File: src/core/wdog_defs.vh
`ifndef WDOG_DEFS_VH
`define WDOG_DEFS_VH
`define OFF_CONTROL     12'h008
`define OFF_SERVICE     12'h00B
`define OFF_IRQ_STATUS  12'h010
`define OFF_IRQ_MASK    12'h014
`define BIT_WINDOW      7
`define BIT_DEBUG_STOP  6
`define BIT_WRITE_MASK  5
`define CONTROL_RESET   8'h00
`define SERVICE_FIRST   8'h55
`define SERVICE_SECOND  8'hAA
`define IRQ_TIMEOUT     0
`define IRQ_BAD_SERVICE 1
`define IRQ_EARLY       2
`define IRQ_WIDTH       3
`define RATE_MAX        3'h7
`endif

File: src/core/windowed_watchdog_control.v
`include "wdog_defs.vh"
module windowed_watchdog_control
(
   input  wire        pclk,
   input  wire        presetn,
   input  wire        psel,
   input  wire        penable,
   input  wire        pwrite,
   input  wire [11:0] paddr,
   input  wire [31:0] pwdata,
   output reg  [31:0] prdata,
   output reg         pready,
   output reg         pslverr,
   input  wire        special_mode,
   input  wire        debug_mode,
   output reg         system_reset,
   output reg         periodic_freeze,
   output reg         irq
);
   reg  [1:0]  special_sync_q;
   reg  [1:0]  debug_sync_q;
   reg         window_q;
   reg         debug_stop_q;
   reg  [2:0]  rate_q;
   reg         written_q;
   reg         armed_q;
   reg         restart_q;
   reg  [`IRQ_WIDTH-1:0] status_q;
   reg  [`IRQ_WIDTH-1:0] mask_q;
   reg  [`IRQ_WIDTH-1:0] event_d;
   reg         restart_d;
   reg         fail_d;
   wire        special;
   wire        debug;
   wire        enabled;
   wire        override;
   wire [2:0]  eff_rate;
   wire        eff_window;
   wire        freeze;
   wire        expired;
   wire        in_window;
   wire        access;
   wire        wr;
   reg         hit_ctrl;
   reg         hit_svc;
   reg         hit_stat;
   reg         hit_mask;
   reg         hit_none;
   reg  [31:0] rdata_d;
   wire        may_cfg;
   wire [7:0]  wbyte;

   // Offsets count words, not bytes: the byte address is four times the index.
   function [11:0] byte_addr;
      input [11:0] index;
      begin
         byte_addr = {index[9:0], 2'b00};
      end
   endfunction

   function [31:0] irq_word;
      input [`IRQ_WIDTH-1:0] bits;
      begin
         irq_word = {{(32-`IRQ_WIDTH){1'b0}}, bits};
      end
   endfunction

   // Bits 5 to 3 keep no storage, and the write mask is never read back.
   function [31:0] control_word;
      input       win;
      input       stop;
      input [2:0] rate;
      begin
         control_word = {24'h000000, win, stop, 3'b000, rate};
      end
   endfunction

   // Mode straps are pins, so they pass two flops before use.
   always @(posedge pclk or negedge presetn)
   begin
      if (!presetn)
      begin
         special_sync_q <= 2'b00;
         debug_sync_q   <= 2'b00;
      end
      else
      begin
         special_sync_q <= {special_sync_q[0], special_mode};
         debug_sync_q   <= {debug_sync_q[0], debug_mode};
      end
   end
   assign special = special_sync_q[1];
   assign debug   = debug_sync_q[1];

   assign access   = psel && penable;
   assign wr       = access && pwrite;
   assign wbyte    = pwdata[7:0];
   assign may_cfg  = special || !written_q;

   // Only one select can be high, and an unmapped address raises hit_none.
   always @*
   begin
      hit_ctrl = 1'b0;
      hit_svc  = 1'b0;
      hit_stat = 1'b0;
      hit_mask = 1'b0;
      hit_none = 1'b0;
      if (paddr == byte_addr(`OFF_CONTROL))
         hit_ctrl = 1'b1;
      else if (paddr == byte_addr(`OFF_SERVICE))
         hit_svc = 1'b1;
      else if (paddr == byte_addr(`OFF_IRQ_STATUS))
         hit_stat = 1'b1;
      else if (paddr == byte_addr(`OFF_IRQ_MASK))
         hit_mask = 1'b1;
      else
         hit_none = 1'b1;
   end

   always @*
   begin
      rdata_d = 32'h00000000;
      if (hit_ctrl)
         rdata_d = control_word(window_q, debug_stop_q, rate_q);
      else if (hit_stat)
         rdata_d = irq_word(status_q);
      else if (hit_mask)
         rdata_d = irq_word(mask_q);
      // The service register has no read path and reads zero.
   end

   // A halted core in special modes must not be reset by a short period.
   assign enabled  = (rate_q != 3'h0);
   assign override = enabled && debug && !debug_stop_q && special;
   assign eff_rate   = override ? `RATE_MAX : rate_q;
   assign eff_window = override ? 1'b0 : window_q;
   assign freeze     = debug && debug_stop_q;

   wdog_counter u_counter
   (
      .pclk      (pclk),
      .presetn   (presetn),
      .restart   (restart_q),
      .run       (enabled),
      .freeze    (freeze),
      .rate      (eff_rate),
      .expired   (expired),
      .in_window (in_window)
   );

   always @*
   begin
      restart_d = 1'b0;
      fail_d    = 1'b0;
      event_d   = {`IRQ_WIDTH{1'b0}};
      if (wr && hit_ctrl)
      begin
         if (!wbyte[`BIT_WRITE_MASK] && may_cfg && wbyte[2:0] != 3'h0)
            restart_d = 1'b1;
         if (wbyte[`BIT_DEBUG_STOP] && !debug_stop_q)
            restart_d = 1'b1;
      end
      // An early or bad write resets even while a pair is pending.
      if (wr && hit_svc && enabled)
      begin
         if (eff_window && !in_window)
         begin
            fail_d = 1'b1;
            event_d[`IRQ_EARLY] = 1'b1;
         end
         else if (wbyte == `SERVICE_SECOND && armed_q)
            restart_d = 1'b1;
         else if (wbyte != `SERVICE_FIRST && wbyte != `SERVICE_SECOND)
         begin
            fail_d = 1'b1;
            event_d[`IRQ_BAD_SERVICE] = 1'b1;
         end
      end
      if (expired)
      begin
         fail_d = 1'b1;
         event_d[`IRQ_TIMEOUT] = 1'b1;
      end
   end

   always @(posedge pclk or negedge presetn)
   begin
      if (!presetn)
      begin
         window_q     <= 1'b0;
         debug_stop_q <= 1'b0;
         rate_q       <= 3'h0;
         written_q    <= 1'b0;
      end
      else
      begin
         if (wr && hit_ctrl)
         begin
            if (!wbyte[`BIT_WRITE_MASK] && may_cfg)
            begin
               written_q <= 1'b1;
               if (wbyte[2:0] != 3'h0)
                  rate_q <= wbyte[2:0];
               if (wbyte[`BIT_WINDOW])
                  window_q <= 1'b1;
               else if (special)
                  window_q <= 1'b0;
            end
            if (special)
               debug_stop_q <= wbyte[`BIT_DEBUG_STOP];
            else if (wbyte[`BIT_DEBUG_STOP])
               debug_stop_q <= 1'b1;
         end
      end
   end

   // Service pair tracking and the interrupt mask.
   always @(posedge pclk or negedge presetn)
   begin
      if (!presetn)
      begin
         armed_q   <= 1'b0;
         restart_q <= 1'b0;
         mask_q    <= {`IRQ_WIDTH{1'b0}};
      end
      else
      begin
         restart_q <= restart_d;
         // Repeated first bytes keep the sequence armed.
         if (restart_d)
            armed_q <= 1'b0;
         else if (wr && hit_svc && enabled && wbyte == `SERVICE_FIRST)
            armed_q <= 1'b1;
         if (wr && hit_mask)
            mask_q <= pwdata[`IRQ_WIDTH-1:0];
      end
   end

   // Set wins over a write-one-to-clear in the same cycle.
   always @(posedge pclk or negedge presetn)
   begin
      if (!presetn)
         status_q <= {`IRQ_WIDTH{1'b0}};
      else if (wr && hit_stat)
         status_q <= (status_q & ~pwdata[`IRQ_WIDTH-1:0]) | event_d;
      else
         status_q <= status_q | event_d;
   end

   // The reset output is registered, so it follows the cause by one cycle.
   always @(posedge pclk or negedge presetn)
   begin
      if (!presetn)
      begin
         system_reset    <= 1'b0;
         periodic_freeze <= 1'b0;
         irq             <= 1'b0;
      end
      else
      begin
         system_reset    <= fail_d;
         periodic_freeze <= freeze;
         irq             <= |((status_q | event_d) & mask_q);
      end
   end

   // Zero wait states: pready rises in the setup cycle for the access edge.
   always @(posedge pclk or negedge presetn)
   begin
      if (!presetn)
      begin
         prdata  <= 32'h00000000;
         pready  <= 1'b0;
         pslverr <= 1'b0;
      end
      else
      begin
         pready  <= psel && !penable;
         pslverr <= psel && !penable && hit_none;
         prdata  <= 32'h00000000;
         if (psel && !penable && !pwrite)
            prdata <= rdata_d;
      end
   end
endmodule

File: src/core/wdog_counter.v
`include "wdog_defs.vh"
module wdog_counter
(
   input  wire        pclk,
   input  wire        presetn,
   input  wire        restart,
   input  wire        run,
   input  wire        freeze,
   input  wire [2:0]  rate,
   output reg         expired,
   output reg         in_window
);
   reg  [23:0] count_q;
   wire [24:0] limit;
   function [24:0] rate_cycles;
      input [2:0] r;
      begin
         case (r)
            3'h1:    rate_cycles = 25'h0004000;
            3'h2:    rate_cycles = 25'h0010000;
            3'h3:    rate_cycles = 25'h0040000;
            3'h4:    rate_cycles = 25'h0100000;
            3'h5:    rate_cycles = 25'h0400000;
            3'h6:    rate_cycles = 25'h0800000;
            default: rate_cycles = 25'h1000000;
         endcase
      end
   endfunction
   assign limit = rate_cycles(rate);
   always @*
   begin
      expired   = run && ({1'b0, count_q} >= limit - 25'h0000001);
      // Last quarter of the period starts at three quarters of the limit.
      in_window = {1'b0, count_q} >= (limit - {2'b00, limit[24:2]});
   end
   always @(posedge pclk or negedge presetn)
   begin
      if (!presetn)
         count_q <= 24'h000000;
      else if (restart || !run)
         count_q <= 24'h000000;
      else if (!freeze && !expired)
         count_q <= count_q + 24'h000001;
   end
endmodule

File: config.mk
export PLATFORM = sky130hd
export DESIGN_NAME = windowed_watchdog_control
export DESIGN_NICKNAME = d
export VERILOG_FILES = /design/src/core/windowed_watchdog_control.v /design/src/core/wdog_counter.v
export VERILOG_INCLUDE_DIRS = /design/src /design/src/core
export SDC_FILE = /design/constraint.sdc
export NUM_CORES = 1
export LEC_CHECK = 0
export BUFFER_PORTS_ARGS = -buffer_cell sky130_fd_sc_hd__buf_2
export CORE_ASPECT_RATIO = 2
export CORE_MARGIN = 1.5
export CORE_UTILIZATION = 55
export CTS_CLUSTER_DIAMETER = 60
export DETAILED_ROUTE_END_ITERATION = 7
export GPL_ROUTABILITY_DRIVEN = 0
export PLACE_DENSITY = 0.81
export SYNTH_ARGS = -nofsm -noshare
export SYNTH_HDL_FRONTEND = slang
export SYNTH_HIERARCHICAL = 1
export SYNTH_SLANG_ARGS = --single-unit
File: constraint.sdc
create_clock -name pclk -period 6.6 [get_ports pclk]
set_input_delay 0.33 -clock pclk [delete_from_list [all_inputs] [get_ports pclk]]
set_output_delay 0.33 -clock pclk [all_outputs]
set_load 0.1 [all_outputs]
* Yosys cells after proc, flatten, opt, wreduce, memory -nomap -nowiden *
Cells that the tools add are included.

word-level totals
  flip-flop bits (word level) = 79

cells by class
  muxes and demuxes = 45
  equal/unequal tests = 14
  reduce and logical (&&, ||, !) cells = 45
  $add $sub $neg = 3
  magnitude comparators = 2
  bitwise logic cells = 5

operators with widths
  operator                 number
  $pmux W25 S6             1
  $ge A24 B25 Y1           2
  $mux W24                 2
  $mux W1                  35
  $mux W32                 1
  $sub A25 B1 Y25 const B  1
  $sub A25 B23 Y25         1
  $add A24 B1 Y24 const B  1
  $eq A12 B6 Y1 const B    2
  $eq A12 B7 Y1 const B    2
  $logic_and A1 B1 Y1      23
  $mux W3                  4
  $eq A3 B3 Y1 const B     3
  $logic_not A1 Y1         9
  $eq A8 B7 Y1 const B     1
  $eq A8 B8 Y1 const B     1
  $mux W8                  1
  $ne A8 B7 Y1 const B     1
  $ne A8 B8 Y1 const B     1
  $reduce_bool A2 Y1       4
  $and A3 B3 Y3            2
  $eq A3 B2 Y1 const B     2
  $or A3 B3 Y3             2
  $reduce_and A3 Y1        2
  other kinds (7)          10

* Logic depth before layout (Yosys ltp) *
Gate-level depths: netlist of the first run.

  depth in word-level cells = 16
  mapped depth = 24
  mapped depth without buffers = 22

* Cells and area by module *
The synthesis of the first run kept the hierarchy.

modules (own cells, without submodules)
  module                     area each (um^2)  times used  cells each
  wdog_counter               2,332.2           1           280
  windowed_watchdog_control  1,686.6           1           159

* Worst setup path before layout of the first run *
Ideal clock, no wire load.

  kind = register to register
  from = register rate_q[2]
  to = register irq
  path slack = 1.932 ns
  cell stages (with the launch flop) = 24
  clock period less this slack = 4.668 ns
  library setup time = 0.126 ns
  data arrival time = 4.541 ns
  path buffers = 2
  cell sequence = dfrtp_1 > or3_1 > buf_6 > and2_1 > or2_2 > clkbuf_1 > or3b_2 > ha_1 > inv_1 > a21oi_1 > o21ai_0 > a21oi_1 > or3_1 > nand4_1 > ha_1 > nand2_1 > nor3_1 > nand3_1 > a21oi_1 > a31o_2 > nand2b_1 > a21o_1 > and3_4 > a311o_1

between the ends
  word-level cells in the longest chain between the ends = 16

ends and longest elaborated chain
  element                                     RTL line                         text
  from (decl)                                 windowed_watchdog_control.v:24   reg [2:0] rate_q;
  from (signal assigned)                      windowed_watchdog_control.v:203  rate_q <= wbyte[2:0];
  $reduce_bool A3 Y1 (*)                      windowed_watchdog_control.v:133  assign enabled = (rate_q != 3'h0);
  net enabled                                 windowed_watchdog_control.v:35   wire enabled;
  $logic_and A1 B1 Y1 (*) (3 in series)       windowed_watchdog_control.v:134  assign override = enabled && debug && !debug_stop_q && special;
  $mux W3 (*)                                 windowed_watchdog_control.v:135  assign eff_rate = override ? `RATE_MAX : rate_q;
  net eff_rate[1]                             windowed_watchdog_control.v:37   wire [2:0] eff_rate;
  $eq A3 B3 Y1, or another cell as far along  wdog_counter.v:18                case (r)
  $pmux W25 S6 (*)                            wdog_counter.v:18
  $sub A25 B23 Y25 (*)                        wdog_counter.v:34                in_window = {1'b0, count_q} >= (limit - {2'b00, limit[24:2]});
  $ge A24 B25 Y1 (*)                          wdog_counter.v:34
  net in_window                               windowed_watchdog_control.v:41   wire in_window;
  $logic_not A1 Y1 (*)                        windowed_watchdog_control.v:166  if (eff_window && !in_window)
  $logic_and A1 B1 Y1 (*)                     windowed_watchdog_control.v:166
  $mux W1                                     windowed_watchdog_control.v:166
  $mux W2 (*)                                 windowed_watchdog_control.v:164  if (wr && hit_svc && enabled)
  $or A3 B3 Y3 (*)                            windowed_watchdog_control.v:263  irq <= |((status_q | event_d) & mask_q);
  $and A3 B3 Y3 (*)                           windowed_watchdog_control.v:263
  $reduce_or A3 Y1 (*)                        windowed_watchdog_control.v:263
  to (signal assigned)                        windowed_watchdog_control.v:263
  to (decl)                                   windowed_watchdog_control.v:18   output reg irq

Mark *: on every way through the listed nets, which the timed path passes. The rest lies on a longest branch.
A chain may end at the register's enable or synchronous reset.

* Worst setup path after layout of the first run *
  from = register rate_q[2]
  to = register irq

between the ends
  word-level cells in the longest chain between the ends = 16

ends and longest elaborated chain
  element                                     RTL line
  $reduce_bool A3 Y1                          windowed_watchdog_control.v:133
  $logic_and A1 B1 Y1 (3 in series)           windowed_watchdog_control.v:134
  $mux W3 (*)                                 windowed_watchdog_control.v:135
  net eff_rate[2]                             windowed_watchdog_control.v:37
  $eq A3 B3 Y1, or another cell as far along  wdog_counter.v:18
  $pmux W25 S6 (*)                            wdog_counter.v:18
  $sub A25 B23 Y25 (*)                        wdog_counter.v:34
  $ge A24 B25 Y1 (*)                          wdog_counter.v:34
  net in_window                               windowed_watchdog_control.v:41
  $logic_not A1 Y1 (*)                        windowed_watchdog_control.v:166
  $logic_and A1 B1 Y1 (*)                     windowed_watchdog_control.v:166
  $mux W1                                     windowed_watchdog_control.v:166
  $mux W2 (*)                                 windowed_watchdog_control.v:164
  $or A3 B3 Y3 (*)                            windowed_watchdog_control.v:263
  $and A3 B3 Y3 (*)                           windowed_watchdog_control.v:263
  $reduce_or A3 Y1 (*)                        windowed_watchdog_control.v:263

Marked as above.

==> results of run 1 <==
-- logic make-up after synthesis --
family                     count (synthesis)  synth area share [%]
AOI/OAI and AO/OA                        109                  17.9
other                                      1                0.0933
DFF                                       52                  32.4
xor gates and xnor gates                   4                 0.872
muxes                                      8                  2.18
adders and majority gates                 31                  9.65
and+or+nand+nor                          176                  27.7
buffers and inverters                     58                  9.18
-- power by group --
| part | internal [W] | switching, W | total, W |
|---|---|---|---|
| Clock | 0.000146 | 0.000134 | 0.000280 |
| Combinational | 0.0000122 | 0.0000937 | 0.000106 |
| Sequential | 0.000320 | 0.000000853 | 0.000321 |
-- sequential cells by signal (all words and copies together) (netlist names), 2 cells and up --
| signal | count |
|---|---|
| special_sync_q | 2 |
| debug_sync_q | 2 |
| mask_q | 3 |
| prdata | 5 |
| status_q | 3 |
| u_counter/count_q | 24 |
| rate_q | 3 |
-- metal layers --
metal	global-route usage [%]	up-vias	wire, µm
met4	20.7	0	654
met1	27.7	1746	3380
met2	51.4	112	5650
met5	0	-	0
met3	3.34	44	284
li1	-	1664	-
-- stage by stage --
stage	worst slack, ps	instance area [µm²]	util (%)	hold slack (ps)	power, W
after floorplan	1930	4120	-	34.4	0.000422
after global placement	1540	4130	59.0	335	0.000432
after detailed placement	1500	4130	59.0	340	0.000433
after CTS	1470	4280	61.2	124	0.000711
after global routing	1160	4280	61.2	127	0.000726
final	1400	4280	61.2	128	0.000707
-- Yosys cell counts (6+ instances only) --
cell	count	area [µm²]
dfrtp_1	52	1300
a21oi_1	33	165
ha_1	31	388
nand2_1	29	109
buf_4	27	203
nor2_1	22	82.6
nand3_1	19	95.1
inv_1	18	67.6
or4_1	16	120
o21ai_0	13	65.1
o31ai_1	12	90.1
or3_1	11	68.8
nand4_1	10	62.6
o21ai_1	10	50.1
a21o_1	8	60.1
nor2b_1	8	50.1
nor3_1	7	35.0
and3_1	6	37.5
nor4_1	6	37.5
-- how the worst max path moves through the flow --
stage,slack (ps),to,depth (start not counted),startpoint
2_1_floorplan,1930,irq,23,rate_q[2]
3_3_place_gp,1540,irq,21,rate_q[2]
3_5_place_dp,1500,irq,21,rate_q[2]
4_1_cts,1470,irq,21,rate_q[1]
5_1_grt,1160,irq,22,rate_q[2]
6_report,1400,irq,21,rate_q[2]
-- final cells by class --
cell class,instances,area [µm²]
Multi-Input combinational cell,355,2450
Tap cell,90,113
Clock inverter,3,28.8
Sequential cell,52,1300
Clock buffer,5,125
Fill cell,646,2710
Timing Repair Buffer,38,195
Inverter,19,71.3
==> metrics.csv, run 1 <==
stage,metric,value,unit
yosys,async set-or-reset flop fraction in the synthesized netlist,100,%
sta,count of final hold-check violations,0,
sta,final count of pins violating max slew,0,
power,power density cells,165,nW/µm²
critical_path,Crit-path slowest cell,or3b_2,
critical_path,R2R cell count,21,
critical_path,Crit path max-delay family,simple AND/OR/NAND/NOR gates,
power,Worst IR Drop VDD,0.201,mV
yosys,sequential share of the synthesized area,32.4,%
critical_path,"Critical Path, Cell by Cell","or3_1, and2_1, or2_2, or3b_2, ha_1, inv_1, a21oi_1, o21ai_0, a21oi_1, or3_1, nand4_1, ha_1, nand2_1, nor3_1, nand3_1, a21oi_1, a31o_2, nand2b_1, a21o_1, and3_4, a311o_1",
global_route,initial antenna violation count,0,
global_route,first-pass GRT wire length,17000,µm
critical_path,Critical R2R Launch,rate_q[2],
clocking,clock buffer depth,2,
sta,Worst slew margin,36.4,%
clocking,cts-stage hold buffer count,0,
min_path,hold path startpoint,special_mode,
yosys,Synth Flop Type,dfrtp_1,
sta,final setup fails,0,
place,Placed Cells,554,
critical_path,Crit path top cell by count,a21oi_1,
sta,final period utilization,78.8,%
min_path,Worst Hold Class,input pin to register,
clocking,CTS Buf Count,5,
floorplan,initial core utilization,57.5,%
sta,worst-margin pin slew,954,ps
yosys,Post-Synthesis Cells,439,
yosys,Mapped Area,4020,µm²
min_path,Hold EP,special_sync_q[0],
sta,clk_skew,6.84,ps
drt,via count,3566,
place,Port Buffer Count,36,
global_route,overflow left after global routing,0,
global_route,largest net degree at the start of global routing,53,
clocking,CTS tree,done,
clocking,clock slew at reported path FFs,80,ps
final_layout,layout cells sized above 1,15.3,%
critical_path,Worst setup EP type,register,
yosys,synth unique cells,65,
final_layout,most frequent cells in the layout,"dfrtp_1 (52), buf_2 (36), a21oi_1 (33)",
final_layout,Area Growth Syn to Fin,6.51,%
critical_path,kind of critical path,register to register,
sta,Final min period,5200,ps
floorplan,Die X,63.4,µm
drt,drt total wl,9970,µm
clocking,CTS Sinks,52,
drt,DR pass1 iterations,4,
critical_path,Startpoint Class,register,
clocking,htree depth,2,
clocking,post-CTS resize count,0,
min_path,Hold Path Stages,1,
floorplan,die area,7860,µm²
floorplan,die height,124,µm
drt,drc violations,0,
critical_path,max incr delay on CP,580,ps
power,LEAKAGE,1.99,nW
floorplan,I/O Pins,88,
global_route,vias in the first global route,3588,
floorplan,std cell rows,43,
yosys,Synth Area per Inst,9.15,µm²
critical_path,WP buf/inv,1,
critical_path,R2R Path End,irq,
drt,Avg Vias per Cell,6.35,
clocking,clk root buf,clkbuf_16,
critical_path,worst endpoint required time,6780,ps
clocking,setup bufs post-CTS,0,
drt,Routed WL per cell,17.7,µm
yosys,Ys Warns,6,
status,outcome,finished clean,
sta,RSZ-0062 raised after global routing,no,
final_layout,Layout Nets,553,
yosys,"EDFF count, synth",0,
floorplan,Core Area,6990,µm²
job,max-cap violations,0,
critical_path,reg2reg setup slack,1400,ps
final_layout,fin cells,562,
final_layout,"commonest non-fill, non-tap cell in the layout",dfrtp_1,
yosys,Seq cells post-synth,52,
clocking,worst-skew pair later-pin latency,300,ps
critical_path,CP max FO,15,
final_layout,Ant. Diodes,0,
sta,FMAX,192,MHz
sta,setup TNS,0,ps
place,Final HPWL DP,7630,µm
drt,Iter 0 DRT Violations,176,
critical_path,arrival time worst endpoint,5380,ps
global_route,GRT Overall Usage,27.7,%
drt,final antenna-violating net count,0,
No activity file was read; power rests on OpenSTA's default activity.
==> run 2, diff against run 1 <==
Settings changed: CORE_UTILIZATION 55 to 50, PLACE_DENSITY 0.81 to 0.77.
Clock period 6.6 ns to 4.29 ns, I/O delays scaled along.
==> run 2 against run 1 <==
Against the previous run:
- the run now ends with setup timing left
- sequential share of layout area shrank 2.9 points
- non-clock buffer count grew 32
- die area grew 9.6%
- sequential power grew 54%
- final cell count grew 6.8%
- clock power grew 46%
- clock skew grew 2.0 ps
- largest power group unchanged
==> metrics.csv, run 2 (same netlist as run 1, synthesis figures left out) <==
stage,metric,value,unit
final_layout,Area Growth Syn to Fin,17.6,%
critical_path,WP buf/inv,2,
clocking,clock slew at reported path FFs,70,ps
final_layout,max reg flops,24,
final_layout,final core occ,59.9,%
sta,final setup fails,2,
sta,FMAX,227,MHz
final_layout,Register Area,1300,µm²
floorplan,Die X,66.4,µm
drt,Avg Vias per Cell,6.18,
sta,count of final hold-check violations,0,
sta,worst-margin pin slew,964,ps
critical_path,Crit path top cell by count,a21oi_2,
sta,Worst slew margin,35.7,%
drt,DR pass1 iterations,6,
sta,final period utilization,103,%
drt,final antenna-violating net count,0,
critical_path,arrival time worst endpoint,4570,ps
global_route,GRT Overall Usage,24.7,%
floorplan,initial core utilization,51.0,%
clocking,clock buffer depth,2,
critical_path,Worst setup EP type,register,
critical_path,worst endpoint required time,4460,ps
clocking,clk root buf,clkbuf_16,
floorplan,I/O Pins,88,
sta,Final min period,4400,ps
power,power density cells,226,nW/µm²
critical_path,"Critical Path, Cell by Cell","or3_4, and2_4, or2_4, or3b_4, ha_4, inv_2, a21oi_2, o21ai_2, a21oi_2, buf_4, nand3_1, nand4_1, ha_1, nand2_2, nor3_2, nand3_1, a21oi_2, a31o_2, nand2b_4, a21o_1, and3_4, a311o_1",
sta,setup TNS,-199,ps
place,Final HPWL DP,7670,µm
critical_path,Crit-path slowest cell,or3b_4,
job,max-cap violations,0,
sta,final count of pins violating max slew,0,
final_layout,most frequent cells in the layout,"dfrtp_1 (52), buf_2 (36), a21oi_1 (29)",
final_layout,fin cells,600,
floorplan,die height,130,µm
drt,Routed WL per cell,17.7,µm
final_layout,layout cells sized above 1,26.2,%
final_layout,Ant. Diodes,0,
place,Port Buffer Count,36,
critical_path,CP max FO,4,
drt,via count,3708,
global_route,first-pass GRT wire length,16400,µm
global_route,vias in the first global route,3575,
final_layout,largest register by flop count,u_counter/count_q,
final_layout,Top Registers,"u_counter/count_q x24, prdata x5",
floorplan,std cell rows,46,
final_layout,area of the multi-input gates,2600,µm²
critical_path,max incr delay on CP,430,ps
clocking,CTS Buf Count,5,
sta,hold slack,20.6,ps
sta,clk_skew,8.89,ps
status,outcome,finished with violations,
final_layout,"commonest non-fill, non-tap cell in the layout",dfrtp_1,
global_route,largest net degree at the start of global routing,53,
clocking,worst-skew pair later-pin latency,300,ps
status,violated checks,setup timing,
global_route,overflow left after global routing,0,
clocking,CTS Sinks,52,
min_path,Worst Hold Class,input pin to async pin,
drt,drt total wl,10600,µm
floorplan,Core Area,7890,µm²
critical_path,Startpoint Class,register,
critical_path,Crit path max-delay family,simple AND/OR/NAND/NOR gates,
clocking,htree depth,2,
power,Worst IR Drop VDD,0.254,mV
place,Placed Cells,580,
sta,RSZ-0062 raised after global routing,yes,
drt,drc violations,0,
drt,Iter 0 DRT Violations,198,
floorplan,die area,8620,µm²
sta,Final Worst Setup Slack,-110,ps
final_layout,Layout Nets,585,
global_route,initial antenna violation count,0,
power,Design Power,0.00107,W
final_layout,# fillers,638,
critical_path,kind of critical path,register to register,
power,LEAKAGE,2.19,nW
clocking,CTS tree,done,
clocking,cts-stage hold buffer count,0,
## run 2: cell types whose count changed in the layout (fill, tap and decap cells not counted), sizes merged
cell / before / now
inv: 21 / 19
clkbuf: 5 / 6
buf: 38 / 69
clkinvlp: 0 / 2
## run 2: final cells by class
| type | count | area share, % |
|---|---|---|
| Clock inverter | 3 | 0.450 |
| Timing Repair Buffer | 70 | 10.2 |
| Inverter | 19 | 1.59 |
| Multi-Input combinational cell | 355 | 55.0 |
| Clock buffer | 5 | 2.65 |
| Sequential cell | 52 | 27.5 |
| Tap cell | 96 | 2.54 |
## run 2: worst register-to-register path, cell delays in order (launching register included)
cell	delay, ps
dfrtp_1	380
or3_4	390
and2_4	150
or2_4	230
or3b_4	430
ha_4	290
inv_2	30
a21oi_2	130
o21ai_2	70
a21oi_2	160
buf_4	140
nand3_1	90
nand4_1	140
ha_1	250
nand2_2	100
nor3_2	40
nand3_1	130
a21oi_2	70
a31o_2	230
nand2b_4	140
a21o_1	190
and3_4	200
a311o_1	280
## run 2: what timing repair did
item | in CTS | in global routing
setup buffers | 4 | 5
pin swaps | 12 | 17
gates cloned | 0 | 3
gates resized for setup | 10 | 23
setup endpoints to repair | 4 | 29
## run 2: per-stage QoR
stage	worst slack, ps	area, µm²
after global placement	-81.9	4320
after CTS	-87.1	4540
after detailed placement	-203	4320
after global routing	-191	4730
final	-110	4730
after floorplan	-48.4	4150
## run 2: path summary, 6_finish.rpt
check	start	endpoint	slack (ps)	cells past startpoint
worst max register to register	rate_q[0]	irq	-110	22
worst min-delay path	presetn	u_counter/count_q[12]	20	2
max in group asynchronous	presetn	prdata[1]	3820	2
worst min register to register	special_sync_q[0]	special_sync_q[1]	350	0
min in group pclk	special_mode	special_sync_q[0]	30	1
worst max-delay path	rate_q[0]	irq	-110	22
## run 2: routing by layer
layer	vias to the layer above	routed length, µm	track usage (%)
li1	1716	-	-
met1	1779	3610	23.5
met2	158	5950	47.4
met3	55	431	2.76
met4	0	630	16.4
met5	-	0	0
## run 2: power by group
part	leakage (nW)	total, W	internal [W]	switching, W
clock	0.0702	0.000408	0.000218	0.000190
sequential	0.715	0.000494	0.000493	0.00000130
combinational	1.40	0.000164	0.0000196	0.000144
total	2.19	0.00107	0.000730	0.000336
